**config.mk**
```make
export PLATFORM = sky130hd
export DESIGN_NAME = pfi_fault_irq
export DESIGN_NICKNAME = d
export VERILOG_FILES = /design/src/pkg/pfi_pkg.sv /design/src/core/pfi_fault_irq.sv
export VERILOG_INCLUDE_DIRS = /design/src /design/src/pkg
export SDC_FILE = /design/constraint.sdc
export NUM_CORES = 1
export LEC_CHECK = 0
export BUFFER_PORTS_ARGS = -buffer_cell sky130_fd_sc_hd__buf_2
export CORE_MARGIN = 1.5
export CORE_UTILIZATION = 47
export CTS_BUF_LIST = sky130_fd_sc_hd__clkbuf_8
export DETAILED_ROUTE_END_ITERATION = 8
export PLACE_DENSITY = 0.78
export SLEW_MARGIN = 20
export SYNTH_ARGS = -nofsm -noshare
export SYNTH_HDL_FRONTEND = slang
export SYNTH_SLANG_ARGS = --single-unit
```
**constraint.sdc**
```tcl
create_clock -name clk -period 2.6 [get_ports clk]
set_clock_uncertainty 0.1 [all_clocks]
set_input_delay 0.65 -clock clk [delete_from_list [all_inputs] [get_ports clk]]
set_output_delay 0.65 -clock clk [all_outputs]
set_load 0.02 [all_outputs]
```
**src/pkg/pfi_consts.svh**
```systemverilog
`ifndef PFI_CONSTS_SVH
`define PFI_CONSTS_SVH

// Byte offsets of the six registers
`define PFI_OFF_BUCK_FAULT_FLAGS 8'h00
`define PFI_OFF_BUCK_FAULT_MASKS 8'h04
`define PFI_OFF_BUCK_FAULT_LIVE  8'h08
`define PFI_OFF_MISC_FAULT_FLAGS 8'h0c
`define PFI_OFF_MISC_FAULT_MASKS 8'h10
`define PFI_OFF_MISC_FAULT_LIVE  8'h14
`define PFI_REG_COUNT            6

// Word indices of the registers
`define PFI_IDX_BUCK_FLAGS 3'h0
`define PFI_IDX_BUCK_MASKS 3'h1
`define PFI_IDX_BUCK_LIVE  3'h2
`define PFI_IDX_MISC_FLAGS 3'h3
`define PFI_IDX_MISC_MASKS 3'h4
`define PFI_IDX_MISC_LIVE  3'h5

// Field positions, first group
`define PFI_BIT_BUCK_THREE 4
`define PFI_BIT_BUCK_TWO   3
`define PFI_BIT_BUCK_ONE_B 1
`define PFI_BIT_BUCK_ONE_A 0
`define PFI_BUCK_BITS      8'h1b

// Field positions, second group
`define PFI_BIT_FUSE_ERROR 7
`define PFI_BIT_FUSE_BLOW  6
`define PFI_BIT_INPUT_OV   2
`define PFI_BIT_BOOST      0
`define PFI_MISC_BITS      8'hc5

// Reset values
`define PFI_RST_FLAGS 8'h00
`define PFI_RST_BUCK_MASKS 8'h1b
`define PFI_RST_MISC_MASKS 8'hc5

// Bus response codes
`define PFI_RESP_OKAY   2'h0
`define PFI_RESP_SLVERR 2'h2
`define PFI_RESP_DECERR 2'h3

`endif

```
**src/pkg/pfi_pkg.sv**
```systemverilog
package pfi_pkg;

	// Whole state of the block, registered as one word
	typedef struct packed {
		logic [3:0] buck_meta;   // {three, two, one_b, one_a}
		logic [3:0] buck_sync;
		logic [3:0] misc_meta;   // {fuse error, blow running, input ov, boost}
		logic [3:0] misc_sync;
		logic       blow_prev;
		logic [7:0] buck_flags;
		logic [7:0] buck_masks;
		logic [7:0] misc_flags;
		logic [7:0] misc_masks;
		logic       aw_held;
		logic       aw_hit;
		logic [2:0] aw_idx;
		logic       w_held;
		logic [7:0] w_data;
		logic       w_strb0;
		logic       awready;
		logic       wready;
		logic       bvalid;
		logic [1:0] bresp;
		logic       arready;
		logic       rvalid;
		logic [1:0] rresp;
		logic [7:0] rdata;
		logic       irq_n;
	} pfi_state_t;

endpackage

```
**src/core/pfi_fault_irq.sv**
```systemverilog
// Decided for this implementation: the address map and the AXI4-Lite interface to the registers.
`timescale 1ns/1ps
`include "pfi_consts.svh"

module pfi_fault_irq
	import pfi_pkg::*;
#(
	parameter int ADDR_W = 8
) (
	input  wire logic              clk,                 // 100 MHz clock
	input  wire logic              rst,                 // Async reset, active high
	input  wire logic              buck_one_a_fault,    // Buck one-A in current limit
	input  wire logic              buck_one_b_fault,    // Buck one-B in current limit
	input  wire logic              buck_two_fault,      // Buck two in current limit
	input  wire logic              buck_three_fault,    // Buck three in current limit
	input  wire logic              boost_fault,         // Boost in current limit
	input  wire logic              input_overvoltage,   // Front-end supply overvoltage
	input  wire logic              fuse_memory_error,   // Fuse memory error present
	input  wire logic              fuse_blow_running,   // Fuse-blow sequence running
	output logic                   interrupt_request_pin_n, // Request, active low
	input  wire logic [ADDR_W-1:0] s_axi_awaddr,        // Write address
	input  wire logic              s_axi_awvalid,       // Write address valid
	output logic                   s_axi_awready,       // Write address ready
	input  wire logic [31:0]       s_axi_wdata,         // Write data
	input  wire logic [3:0]        s_axi_wstrb,         // Write strobes
	input  wire logic              s_axi_wvalid,        // Write data valid
	output logic                   s_axi_wready,        // Write data ready
	output logic [1:0]             s_axi_bresp,         // Write response
	output logic                   s_axi_bvalid,        // Write response valid
	input  wire logic              s_axi_bready,        // Write response ready
	input  wire logic [ADDR_W-1:0] s_axi_araddr,        // Read address
	input  wire logic              s_axi_arvalid,       // Read address valid
	output logic                   s_axi_arready,       // Read address ready
	output logic [31:0]            s_axi_rdata,         // Read data
	output logic [1:0]             s_axi_rresp,         // Read response
	output logic                   s_axi_rvalid,        // Read data valid
	input  wire logic              s_axi_rready         // Read data ready
);

	if (ADDR_W < 5 || ADDR_W > 32) begin : g_bad_addr_w
		$error("pfi_fault_irq: ADDR_W must lie between 5 and 32");
	end

	localparam pfi_state_t ST_RESET = '{
		buck_meta:  4'h0,
		buck_sync:  4'h0,
		misc_meta:  4'h0,
		misc_sync:  4'h0,
		blow_prev:  1'b0,
		buck_flags: `PFI_RST_FLAGS,
		buck_masks: `PFI_RST_BUCK_MASKS,
		misc_flags: `PFI_RST_FLAGS,
		misc_masks: `PFI_RST_MISC_MASKS,
		aw_held:    1'b0,
		aw_hit:     1'b0,
		aw_idx:     3'h0,
		w_held:     1'b0,
		w_data:     8'h00,
		w_strb0:    1'b0,
		awready:    1'b1,
		wready:     1'b1,
		bvalid:     1'b0,
		bresp:      `PFI_RESP_OKAY,
		arready:    1'b1,
		rvalid:     1'b0,
		rresp:      `PFI_RESP_OKAY,
		rdata:      8'h00,
		irq_n:      1'b1
	};

	pfi_state_t st_reg;
	pfi_state_t st_next;

	// Address decode shared by read and write: {hit, word index}
	function automatic logic [3:0] reg_decode(input logic [ADDR_W-1:0] addr);
		logic [ADDR_W-3:0] word;
		logic              hit;
		word = addr[ADDR_W-1:2];
		hit  = (addr[1:0] == 2'b00) && (word < (ADDR_W-2)'(`PFI_REG_COUNT));
		return {hit, word[2:0]};
	endfunction

	// Live sense bytes, spread onto the documented bit positions
	function automatic logic [7:0] buck_live_byte(input logic [3:0] s);
		logic [7:0] b;
		b = 8'h00;
		b[`PFI_BIT_BUCK_THREE] = s[3];
		b[`PFI_BIT_BUCK_TWO]   = s[2];
		b[`PFI_BIT_BUCK_ONE_B] = s[1];
		b[`PFI_BIT_BUCK_ONE_A] = s[0];
		return b;
	endfunction

	function automatic logic [7:0] misc_live_byte(input logic [3:0] s);
		logic [7:0] b;
		b = 8'h00;
		b[`PFI_BIT_FUSE_ERROR] = s[3];
		b[`PFI_BIT_FUSE_BLOW]  = s[2];
		b[`PFI_BIT_INPUT_OV]   = s[1];
		b[`PFI_BIT_BOOST]      = s[0];
		return b;
	endfunction

	logic [7:0] buck_live;
	logic [7:0] misc_live;
	logic [7:0] buck_set;
	logic [7:0] misc_set;
	logic [7:0] buck_clr;
	logic [7:0] misc_clr;
	logic       do_write;
	logic       blow_done;

	always_comb begin
		logic [3:0] ar_dec;
		logic [3:0] aw_dec;
		logic [7:0] rd;
		st_next = st_reg;
		ar_dec  = reg_decode(s_axi_araddr);
		aw_dec  = reg_decode(s_axi_awaddr);
		rd      = 8'h00;

		// Fault sources are analog comparators, so two flops each
		st_next.buck_meta = {buck_three_fault, buck_two_fault, buck_one_b_fault, buck_one_a_fault};
		st_next.buck_sync = st_reg.buck_meta;
		st_next.misc_meta = {fuse_memory_error, fuse_blow_running, input_overvoltage, boost_fault};
		st_next.misc_sync = st_reg.misc_meta;
		st_next.blow_prev = st_reg.misc_sync[2];

		buck_live = buck_live_byte(st_reg.buck_sync);
		misc_live = misc_live_byte(st_reg.misc_sync);

		// Level sources set while present; blow-done sets on end of run
		blow_done = st_reg.blow_prev && !st_reg.misc_sync[2];
		buck_set  = buck_live;
		misc_set  = misc_live & ~(8'h01 << `PFI_BIT_FUSE_BLOW);
		misc_set[`PFI_BIT_FUSE_BLOW] = blow_done;

		// Write channel: address and data taken in either order
		if (s_axi_awvalid && st_reg.awready) begin
			st_next.aw_held = 1'b1;
			st_next.aw_hit  = aw_dec[3];
			st_next.aw_idx  = aw_dec[2:0];
		end
		if (s_axi_wvalid && st_reg.wready) begin
			st_next.w_held  = 1'b1;
			st_next.w_data  = s_axi_wdata[7:0];
			st_next.w_strb0 = s_axi_wstrb[0];
		end

		do_write = st_reg.aw_held && st_reg.w_held && !st_reg.bvalid;
		buck_clr = 8'h00;
		misc_clr = 8'h00;
		if (do_write) begin
			st_next.aw_held = 1'b0;
			st_next.w_held  = 1'b0;
			st_next.bvalid  = 1'b1;
			st_next.bresp   = `PFI_RESP_OKAY;
			if (!st_reg.aw_hit) begin
				st_next.bresp = `PFI_RESP_DECERR;
			end else if (st_reg.aw_idx == `PFI_IDX_BUCK_LIVE || st_reg.aw_idx == `PFI_IDX_MISC_LIVE) begin
				st_next.bresp = `PFI_RESP_SLVERR;
			end else if (st_reg.w_strb0) begin
				case (st_reg.aw_idx)
					`PFI_IDX_BUCK_FLAGS: begin
						buck_clr = st_reg.w_data & `PFI_BUCK_BITS;
					end
					`PFI_IDX_MISC_FLAGS: begin
						misc_clr = st_reg.w_data & `PFI_MISC_BITS;
					end
					`PFI_IDX_BUCK_MASKS: begin
						st_next.buck_masks = st_reg.w_data & `PFI_BUCK_BITS;
					end
					`PFI_IDX_MISC_MASKS: begin
						st_next.misc_masks = st_reg.w_data & `PFI_MISC_BITS;
					end
					default: begin
						st_next.bresp = `PFI_RESP_OKAY;
					end
				endcase
			end
		end
		if (st_reg.bvalid && s_axi_bready) begin
			st_next.bvalid = 1'b0;
		end
		// One write in flight; each channel reopens once its item is used and the write response is accepted
		st_next.awready = !st_next.aw_held && !st_next.bvalid;
		st_next.wready  = !st_next.w_held && !st_next.bvalid;

		// Set beats a clear arriving in the same cycle
		st_next.buck_flags = (st_reg.buck_flags & ~buck_clr) | buck_set;
		st_next.misc_flags = (st_reg.misc_flags & ~misc_clr) | misc_set;

		// Read channel; reads never disturb the flags, masks or write channel
		if (s_axi_arvalid && st_reg.arready) begin
			case (ar_dec[2:0])
				`PFI_IDX_BUCK_FLAGS: rd = st_reg.buck_flags;
				`PFI_IDX_BUCK_MASKS: rd = st_reg.buck_masks;
				`PFI_IDX_BUCK_LIVE:  rd = buck_live;
				`PFI_IDX_MISC_FLAGS: rd = st_reg.misc_flags;
				`PFI_IDX_MISC_MASKS: rd = st_reg.misc_masks;
				`PFI_IDX_MISC_LIVE:  rd = misc_live;
				default:             rd = 8'h00;
			endcase
			st_next.rdata   = ar_dec[3] ? rd : 8'h00;
			st_next.rresp   = ar_dec[3] ? `PFI_RESP_OKAY : `PFI_RESP_DECERR;
			st_next.rvalid  = 1'b1;
			st_next.arready = 1'b0;
		end else if (st_reg.rvalid && s_axi_rready) begin
			st_next.rvalid  = 1'b0;
			st_next.arready = 1'b1;
		end

		// Pin built from the state being registered, so it never lags a mask write
		// Costs a longer path from the bus decode to the pin flop
		st_next.irq_n = ~(|(st_next.buck_flags & ~st_next.buck_masks)
			| |(st_next.misc_flags & ~st_next.misc_masks));
	end

	always_ff @(posedge clk or posedge rst) begin
		if (rst) begin
			st_reg <= ST_RESET;
		end else begin
			st_reg <= st_next;
		end
	end

	assign interrupt_request_pin_n = st_reg.irq_n;
	assign s_axi_awready = st_reg.awready;
	assign s_axi_wready  = st_reg.wready;
	assign s_axi_bvalid  = st_reg.bvalid;
	assign s_axi_bresp   = st_reg.bresp;
	assign s_axi_arready = st_reg.arready;
	assign s_axi_rvalid  = st_reg.rvalid;
	assign s_axi_rresp   = st_reg.rresp;
	assign s_axi_rdata   = {24'h000000, st_reg.rdata};

	logic [7:0] buck_pend;
	logic [7:0] misc_pend;
	assign buck_pend = st_reg.buck_flags & ~st_reg.buck_masks;
	assign misc_pend = st_reg.misc_flags & ~st_reg.misc_masks;
endmodule

```
# [After elaboration in Yosys (flattened, before gate mapping)]
# Index checks and enable logic that the tools add are counted.
[word_totals] reg_bits=82 in_bits=67 output_inout_bits=42 word_cells=105
[op_classes] order_cmp=2 n_eq_ne=10 n_mux=32 n_bitwise=12 reduce_logical=25
[op_table] cell="two-way mux 8 bit" count=15
[op_table] cell="case mux 8 bit (6 select lines)" count=1
[op_table] cell="AND 8 bit" count=4
[op_table] cell="NOT 8 bit" count=4
[op_table] cell="two-way mux 5 bit" count=6
[op_table] cell="OR reduction 8 bit" count=2
[op_table] cell="== test 3 x 2 -> 1 bit, second input constant" count=4
[op_table] cell="== test 3 bit, second input constant" count=4
[op_table] cell="logical AND 1 bit" count=12
[op_table] cell="less-than comparator 6 x 3 -> 1 bit, second input constant" count=2
[op_table] cell="two-way mux 10 bit" count=1
[op_table] cell="two-way mux 2 bit" count=5
[op_table] cell="two-way mux 9 bit" count=1
[op_table] cell="bitwise OR 8 x 5 -> 8 bit" count=1
[op_table] cell="bitwise OR 8 bit" count=1
[op_table] cell="== test 3 x 1 -> 1 bit, second input constant" count=2
[op_table] cell="logical NOT 3 bit" count=2
[op_table] cell="logical NOT 1 bit" count=5
[op_table] cell="logical NOT 2 bit" count=2
[op_table] cell="two-way mux 3 bit" count=1
[op_table] cell="two-way mux 1 bit" count=2
[op_table] cell="nonzero test 2 bit" count=1
[op_table] cell="logical OR 1 bit" count=1
[op_table] cell="NOT 1 bit" count=1
[op_table] cell="bitwise OR 1 bit" count=1

# [Longest topological paths before layout]
# Gate-level depths: netlist of run 1.
[depth] depth_word=13 ltp_mapped=7 ltp_nobuf=5

# [Worst setup path before layout of run 1]
# No wires, ideal clock.
[synth_path] path_kind="register to register" start="register st_reg[28] (netlist name)" end="register st_reg (netlist bit interrupt_request_pin_n)" setup_ns=0.079 arrival_time_ns=1.591 t_required_ns=2.421 path_slack_ns=0.830 path_stages_with_launch=8 path_buffers=2 period_less_slack_ns=1.770 cell_sequence="dfrtp_1 buf_6 and4bb_1 and4_1 buf_6 mux2_4 o22ai_1 nor4_2"
[synth_lines] item="start: declaration" line="pfi_fault_irq.sv:71" source="pfi_state_t st_reg;"
[synth_lines] item="start signal: assignment" line="pfi_fault_irq.sv:223" source="st_reg <= st_next;"

==> flow_summary_export.csv, run 1 <==
group,metric,value,unit
floorplan,chipHeight,86.34,um
timing,fin_crit_sh,0.8194,
floorplan,start_util,0.4831,
setup_path,worstPathArrival,2.28,ns
logic_synthesis,synth_seq_cells,72,
timing,final_max_slew_viol_count,0,
finish,drive_gt1_frac,0.3293,
place,dpl.cell_count,398,
place,place_congestion,0.9159,
logic_synthesis,synthCells,281,
finish,stdcell_area,0.003616,mm2
global_routing,grt.total_usage,0.1659,
pwr,pwr_density_cell,785.7,mW/mm2
route,drc,0,
logic_synthesis,ys.flop_type,"dfrtp_1",
setup_path,r2r-start,"st_reg[28]",
clock_tree,path_clk_slew,0.08,ns
logic_synthesis,synth-edff-count,0,
place,numPortBuffers,56,
clock_tree,holdBufCountCts,0,
pwr,peakVddDrop,0.0004507,V
global_routing,grt_pass1_vias,2006,
clock_tree,clockBufferDepth,2,
floorplan,die_w,86.34,um
clock_tree,insertion_delay,0.34,ns
clock_tree,cts_setup_buffers,0,
finish,antenna_cells,0,
route,wl_per_cell,13.71,um
timing,finalWorstSetupSlack,0.4697,ns
timing,whs,0.1661,ns
min_path,hp-class,"in -> async",
logic_synthesis,postSynthAreaPerCell,11.62,um2
route,ant_nets,0,
logic_synthesis,yosysUniqueCellTypes,42,
clock_tree,cts.sinks,72,
timing,setup_tns,0,ns
global_routing,grt_max_degree,58,
route,totalWireLength,5.677,mm
route,drt_iter0_markers,96,
clock_tree,cts-htree-levels,3,
timing,max_freq,0.4694,GHz
setup_path,startpoint_type,"flip-flop",
timing,period_needed,2.130,ns
timing,rsz0062_at_grt,"no",
logic_synthesis,ys_warn_count,0,
place,hpwl,4.171,mm
place,place_area,0.003436,mm2
logic_synthesis,synthArstFlopShare,1.000,
floorplan,rows,30,
finish,finalNonFillerCells,414,
clock_tree,cts_resized,0,
global_routing,antenna_found_initial,0,
clock_tree,cts_root_buffer,"clkbuf_8",
setup_path,timing.critical_path.to,"interrupt_request_pin_n",
setup_path,crit_required,2.75,ns
floorplan,dieArea,0.007455,mm2
timing,setup_viol,0,
pwr,finalPower,2.841,mW
logic_synthesis,syn_area,0.003264,mm2
setup_path,crit_type,"reg -> reg",
setup_path,critPathMaxFanout,9,
finish,layout.nets,396,
route,vias,2101,
setup_path,rr_endpoint,"interrupt_request_pin_n",
job,cap_violations,0,
floorplan,core-area,0.006756,mm2
global_routing,grt_pass1_wl,9.466,mm
logic_synthesis,synth-seq-area-share,0.5565,
route,via_per_inst,5.075,
clock_tree,cts_made_buffers,9,
global_routing,grt_overflow_total,0,
floorplan,ios,109,
place,pre_cts_ws,0.4615,ns
setup_path,crit_path_end_kind,"flip-flop",
pwr,p_leak,1.700,nW
route,firstDrtPassIters,4,
timing,final-hold-violation-count,0,
setup_path,reg2regPathDepth,5,
finish,fillCellCount,603,
finish,fin_util,0.5352,
setup_path,critPathLaunch,"st_reg[28]",
setup_path,r2r_slack,0.47,ns
outcome,run_status,"finished, final reports clean",
clock_tree,cts_tree,"done",
finish,area_growth,10.77,%
==> layer usage <==
layer,vias to the layer above,routed length (um),track usage
li1,1021,-,-
met1,988,2604,0.2301
met2,86,2666,0.2450
met3,6,327,0.03524
met4,0,80,0.08944
met5,-,0,0
==> critical path, cell delays in order, from the launching register on <==
cell	delay (ns)
dfrtp_1	0.48
and4bb_1	0.38
and4_1	0.48
mux2_4	0.24
o22ai_2	0.09
nor4_2	0.27
==> how the worst min path moves through the flow <==
stage                            from             end  slack, ns  cells after the start
after floorplan           st_next[74]    buck_live[0]       0.23                      0
after global placement    st_next[68]    misc_live[6]       0.23                      0
after detailed placement  st_next[75]    buck_live[1]       0.23                      0
after CTS                         rst  s_axi_rdata[2]       0.18                      2
after global routing              rst  s_axi_rdata[0]       0.19                      2
final                             rst  s_axi_rdata[1]       0.17                      2
==> power breakdown <==
part           total, mW  leakage, nW  internal, mW  switching [mW]
Combinational      0.547        0.774         0.252           0.295
Sequential          1.50        0.842          1.31           0.190
Clock              0.791       0.0838         0.355           0.436
==> placed cells by master (no fill, tap or decap), types with 2 or more instances in the layout <==
master	Yosys	routed
o22ai_1	4	4
a22oi_1	8	8
nand2b_1	3	3
o21ai_0	11	11
and2b_1	7	7
nor3_1	2	2
nand3_1	5	5
mux2_4	3	3
a21o_1	2	2
mux2_2	14	14
buf_2	0	56
conb_1	1	24
clkbuf_8	0	9
o32ai_1	3	3
inv_1	9	8
clkinvlp_4	0	3
dfrtp_1	60	60
a21oi_1	8	8
o2111ai_1	3	3
mux2i_1	5	5
and4_1	2	2
nor2b_1	12	12
dfstp_2	12	12
o211ai_1	3	3
a22o_1	7	7
a211oi_1	3	3
nand2_1	32	32
nor2_1	5	5
==> cell families (layout without fill, tap and decap cells) <==
| group | Yosys count | count (layout) | synth area share |
|---|---|---|---|
| simple gates | 78 | 78 | 0.1365 |
| flops | 72 | 72 | 0.5565 |
| compound gates | 55 | 55 | 0.1181 |
| buf+inv | 52 | 82 | 0.1069 |
| mux | 23 | 23 | 0.08087 |
| other cells | 1 | 24 | 0.001149 |
==> cell type report <==
class,instances,area (um2),area share
clock buffers,9,123.9,0.03426
clock inverters,7,56.30,0.01557
inverters,9,33.78,0.009343
multi-input cells,180,1185,0.3277
flip-flops and latches,72,1817,0.5024
well taps,80,100.1,0.02768
repair buffers,57,300.3,0.08304
==> Yosys cell counts (all sizes together), types with 5 or more instances <==
cell type / instances / area share
dfstp: 12 / 0.097
o21ai: 11 / 0.017
nor2b: 12 / 0.023
mux2i: 5 / 0.015
a22o: 7 / 0.019
nor2: 6 / 0.0092
and2b: 7 / 0.016
nand2: 32 / 0.037
o22ai: 5 / 0.011
a22oi: 8 / 0.018
dfrtp: 60 / 0.46
mux2: 18 / 0.066
a21oi: 8 / 0.012
inv: 9 / 0.010
nand3: 5 / 0.0077
buf: 39 / 0.092
Power figures use the tool's default switching activity.
==> run 2: changes to the inputs <==
--- a/config.mk
+++ b/config.mk
@@ -8,10 +8,10 @@
 export LEC_CHECK = 0
 export BUFFER_PORTS_ARGS = -buffer_cell sky130_fd_sc_hd__buf_2
 export CORE_MARGIN = 1.5
-export CORE_UTILIZATION = 47
+export CORE_UTILIZATION = 51
 export CTS_BUF_LIST = sky130_fd_sc_hd__clkbuf_8
 export DETAILED_ROUTE_END_ITERATION = 8
-export PLACE_DENSITY = 0.78
+export PLACE_DENSITY = 0.81
 export SLEW_MARGIN = 20
 export SYNTH_ARGS = -nofsm -noshare
 export SYNTH_HDL_FRONTEND = slang
==> constraint.sdc (replaced) <==
create_clock -name clk -period 2 [get_ports clk]
set_clock_uncertainty 0.1 [all_clocks]
set_input_delay 0.5 -clock clk [delete_from_list [all_inputs] [get_ports clk]]
set_output_delay 0.5 -clock clk [all_outputs]
set_load 0.02 [all_outputs]
==> run 2 against run 1 <==
  * Via count rose by 3.7%
  * Routed wire length increased by 6.1%
  * Final area rose by 2.6%
  * Largest power group unchanged
  * First-iteration DRC count grew 18%
  * Hold slack worse by 0.023 ns
  * Sequential power rose by 28%
  * Setup slack got worse by 0.35 ns
  * Critical path depth is 1 higher
  * Critical path type unchanged
  * Non-clock buffer count up 13
  * Combinational power is 58% higher
==> flow_summary_export.csv, run 2 (synthesis results as in run 1) <==
group,metric,value,unit
outcome,run_status,"finished, final reports clean",
global_routing,grt_pass1_wl,10.38,mm
timing,rsz0062_at_grt,"no",
setup_path,startpoint_type,"flip-flop",
place,hpwl,4.465,mm
route,drc,0,
route,drt_iter0_markers,113,
floorplan,core-area,0.006061,mm2
job,cap_violations,0,
floorplan,dieArea,0.006890,mm2
route,vias,2178,
global_routing,antenna_found_initial,0,
timing,setup_viol,0,
pwr,peakVddDrop,0.0006392,V
global_routing,grt_max_degree,46,
finish,area_growth,13.68,%
floorplan,ios,109,
setup_path,r2r-start,"s_axi_bvalid",
place,numPortBuffers,56,
route,totalWireLength,6.024,mm
route,wl_met2,2.745,mm
setup_path,critPathLaunch,"s_axi_bvalid",
pwr,p_leak,1.776,nW
finish,finalNonFillerCells,422,
setup_path,critPathMaxFanout,7,
route,via_per_inst,5.161,
floorplan,rows,28,
finish,layout_commonest_cell,"dfrtp_1",
clock_tree,clockBufferDepth,2,
timing,tightest_slew,0.5483,ns
place,place_congestion,0.7834,
timing,setup_tns,0,ns
route,firstDrtPassIters,5,
clock_tree,cts-htree-levels,3,
timing,maxSlewHeadroom,0.6345,
route,ant_nets,0,
clock_tree,cts_root_buffer,"clkbuf_8",
place,dpl.cell_count,406,
finish,layout.nets,409,
route,highest_layer,"met4",
clock_tree,cts_setup_buffers,0,
finish,antenna_cells,0,
route,met1Wirelength,2.833,mm
finish,final_cell_mix,"dfrtp_1 (60), buf_2 (56), nand2_1 (32)",
finish,stdcell_area,0.003711,mm2
timing,period_needed,1.878,ns
clock_tree,insertion_delay,0.34,ns
place,place_area,0.003518,mm2
setup_path,reg2regPathDepth,6,
timing,fin_crit_sh,0.9392,
finish,fin_util,0.6123,
setup_path,worstPathArrival,2.02,ns
timing,final_max_slew_viol_count,0,
route,met3_length,313,um
timing,final-hold-violation-count,0,
floorplan,chipHeight,83.01,um
route,wl_per_cell,14.27,um
global_routing,grt_overflow_total,0,
setup_path,crit_path_end_kind,"flip-flop",
finish,drive_gt1_frac,0.3516,
pwr,finalPower,3.838,mW
setup_path,crit_type,"reg -> reg",
global_routing,grt_pass1_vias,2188,
clock_tree,cts_tree,"done",
clock_tree,cts.sinks,72,
setup_path,crit_required,2.14,ns
pwr,pwr_density_cell,1034,mW/mm2
min_path,hp-class,"in -> async",
clock_tree,cts_made_buffers,9,
clock_tree,path_clk_slew,0.07,ns
global_routing,grt.total_usage,0.1905,
timing,max_freq,0.5324,GHz
floorplan,die_w,83.01,um
floorplan,start_util,0.5386,
==> run 2: worst paths after layout <==
kind,end,slack (ns)
setup / recovery,interrupt_request_pin_n,0.12
hold / removal,st_reg[60],0.14
setup reg to reg,interrupt_request_pin_n,0.12
hold reg to reg,misc_live[0],0.25
max in group asynchronous,st_reg[50],1.19
min in group clk,st_next[69],0.16
==> run 2: metal layers <==
metal / track usage / vias up
met1: 0.2653 / 1035
met4: 0.09848 / 0
li1: - / 1049
met2: 0.2831 / 83
met5: 0 / -
met3: 0.03877 / 11
==> run 2: power by group <==
| part | switching (mW) | internal (mW) | leakage [nW] | total, mW |
|---|---|---|---|---|
| logic | 0.465 | 0.400 | 0.831 | 0.864 |
| registers | 0.211 | 1.71 | 0.842 | 1.92 |
| clock network | 0.497 | 0.558 | 0.103 | 1.05 |
| total | 1.17 | 2.66 | 1.78 | 3.84 |
==> run 2: timing repair <==
| action | in CTS | in global routing |
|---|---|---|
| resized for setup | 0 | 3 |
| endpoints found under the setup margin | 0 | 1 |
| hold buffers | 0 | 0 |
==> run 2: worst max-delay path, cell delays in order (launching register included) <==
cell      delay [ns]
dfrtp_1         0.42
and4bb_4        0.40
nand2_1         0.11
buf_4           0.15
o22ai_1         0.20
o22ai_2         0.13
nor4_2          0.27
==> run 2: area by class of cell <==
cell class	instances	area, um2
inverters	9	37.54
multi-input cells	180	1195
clock buffers	9	123.9
fillers	495	2350
well taps	75	93.84
flip-flops and latches	72	1817
repair buffers	70	385.4
clock inverters	7	58.81
==> run 2: through the flow <==
stage | setup WS [ns] | hold WS (ns)
2_1_floorplan | 0.2295 | 0.2312
3_3_place_gp | 0.1277 | 0.2318
3_5_place_dp | 0.08905 | 0.2355
4_1_cts | 0.07476 | 0.1417
5_1_grt | 0.002651 | 0.1417
6_report | 0.1216 | 0.1428
==> run 3: changes to the inputs <==
--- a/config.mk
+++ b/config.mk
@@ -7,11 +7,14 @@
 export NUM_CORES = 1
 export LEC_CHECK = 0
 export BUFFER_PORTS_ARGS = -buffer_cell sky130_fd_sc_hd__buf_2
+export CELL_PAD_IN_SITES_DETAIL_PLACEMENT = 1
+export CELL_PAD_IN_SITES_GLOBAL_PLACEMENT = 1
 export CORE_MARGIN = 1.5
-export CORE_UTILIZATION = 51
+export CORE_UTILIZATION = 40
 export CTS_BUF_LIST = sky130_fd_sc_hd__clkbuf_8
 export DETAILED_ROUTE_END_ITERATION = 8
-export PLACE_DENSITY = 0.81
+export PLACE_DENSITY = 0.82
+export RECOVER_POWER = 100
 export SLEW_MARGIN = 20
 export SYNTH_ARGS = -nofsm -noshare
 export SYNTH_HDL_FRONTEND = slang
==> run 3 against run 2 <==
  * Sequential cell count unchanged
  * Routed wire length increased by 17%
  * Power increased by 4.3%
  * Highest routed layer unchanged
  * Utilization decreased by 14 points
  * Sequential power about the same
==> flow_summary_export.csv, run 3 (synthesis results as in run 1) <==
group,metric,value,unit
finish,antenna_cells,0,
clock_tree,holdBufCountCts,0,
route,vias,2223,
global_routing,grt_pass1_wl,11.74,mm
global_routing,grt_pass1_vias,2343,
clock_tree,clockBufferDepth,2,
clock_tree,path_clk_slew,0.08,ns
timing,maxSlewHeadroom,0.3675,
route,ant_nets,0,
timing,max_freq,0.5159,GHz
route,totalWireLength,7.023,mm
setup_path,worstPathArrival,2.12,ns
finish,area_growth,13.84,%
clock_tree,cts_setup_buffers,0,
clock_tree,insertion_delay,0.35,ns
place,pre_cts_ws,0.09848,ns
floorplan,dieArea,0.008711,mm2
floorplan,core-area,0.007807,mm2
setup_path,crit_slowest_cell,"dfrtp_1",
job,cap_violations,0,
pwr,peakVddDrop,0.0004246,V
pwr,p_leak,1.692,nW
setup_path,crit_path_end_kind,"flip-flop",
setup_path,crit_family,"simple AND/OR/NAND/NOR gates",
timing,final_max_slew_viol_count,0,
timing,rsz0062_at_grt,"no",
route,drc,0,
clock_tree,cts_resized,0,
finish,stdcell_area,0.003716,mm2
timing,period_needed,1.938,ns
route,wl_met2,3.441,mm
clock_tree,cts_tree,"done",
route,firstDrtPassIters,4,
route,met1Wirelength,3.144,mm
global_routing,grt_max_degree,73,
route,wl_per_cell,15.61,um
timing,setup_viol,0,
route,highest_layer,"met4",
pwr,finalPower,4.001,mW
min_path,hp-class,"in -> reg",
clock_tree,cts.sinks,72,
place,place_area,0.003572,mm2
floorplan,rows,32,
timing,finalWorstSetupSlack,0.06178,ns
setup_path,crit_chain,"and4bb_1 -> and4_1 -> mux2_1 -> o22ai_1 -> nor4_2",
timing,final-hold-violation-count,0,
floorplan,ios,109,
clock_tree,cts-htree-levels,3,
place,hpwl,5.304,mm
setup_path,critPathMaxFanout,5,
pwr,pwr_density_cell,1077,mW/mm2
setup_path,crit_required,2.18,ns
clock_tree,cts_made_buffers,9,
setup_path,cp_num_buf_inv,0,
finish,layout.nets,410,
floorplan,start_util,0.4181,
floorplan,chipHeight,93.34,um
clock_tree,cts_root_buffer,"clkbuf_8",
global_routing,antenna_found_initial,0,
finish,final_cell_mix,"dfrtp_1 (60), buf_2 (37), nand2_1 (32)",
global_routing,grt.total_usage,0.1792,
timing,fin_crit_sh,0.9691,
setup_path,max_stage_delay,0.40,ns
timing,tightest_slew,0.9487,ns
setup_path,crit_type,"reg -> reg",
route,drt_iter0_markers,107,
route,met3_length,289,um
setup_path,startpoint_type,"flip-flop",
place,place_congestion,0.8055,
global_routing,grt_overflow_total,0,
finish,layout_commonest_cell,"dfrtp_1",
outcome,run_status,"finished, final reports clean",
timing,setup_tns,0,ns
floorplan,die_w,93.34,um
route,via_per_inst,4.940,
place,numPortBuffers,56,
finish,drive_gt1_frac,0.2615,
==> run 3: cell types whose count changed in the layout (fill, tap and decap cells not counted), sizes merged <==
cell      previous run  this run
clkinvlp             2         1
inv                 11         8
buf                 70        45
bufinv               1         2
clkbuf               9        35
clkinv               2         5
==> run 3: final timing paths <==
check,slack (ns),cells past startpoint,end,startpoint
max in group asynchronous,0.82,3,st_reg[19],rst
min in group asynchronous,0.39,3,s_axi_bvalid,rst
setup / recovery,0.06,5,interrupt_request_pin_n,st_reg[29]
hold reg to reg,0.25,0,misc_live[2],st_next[67]
hold / removal,0.15,1,st_next[77],buck_three_fault
setup reg to reg,0.06,5,interrupt_request_pin_n,st_reg[29]
==> run 3: where the power goes <==
group          switching (mW)  leakage [nW]  internal, mW
clock                   0.558         0.113         0.704
sequential              0.215         0.842          1.70
combinational           0.471         0.737         0.355
==> run 3: metal layers <==
metal,GRT usage,up-vias
met1,0.2280,1093
met2,0.2917,65
met5,0,-
li1,-,1056
met3,0.03984,9
met4,0.07955,0
==> run 3: area by class of cell <==
| cell class | count | area [um2] |
|---|---|---|
| clock inverters | 7 | 96.34 |
| clock buffers | 9 | 123.9 |
| flip-flops and latches | 72 | 1817 |
| well taps | 102 | 127.6 |
| multi-input cells | 180 | 1167 |
| fillers | 864 | 4091 |
| inverters | 9 | 37.54 |
| repair buffers | 71 | 346.6 |
==> run 3: metrics by stage <==
stage          utilization  cells  hold slack, ns
4_1_cts             0.4857    450          0.1355
3_5_place_dp        0.4575    434          0.2363
5_1_grt             0.4760    450          0.1260
6_report            0.4760    450          0.1536
2_1_floorplan            -    304          0.2312
3_3_place_gp        0.4575    434          0.2331
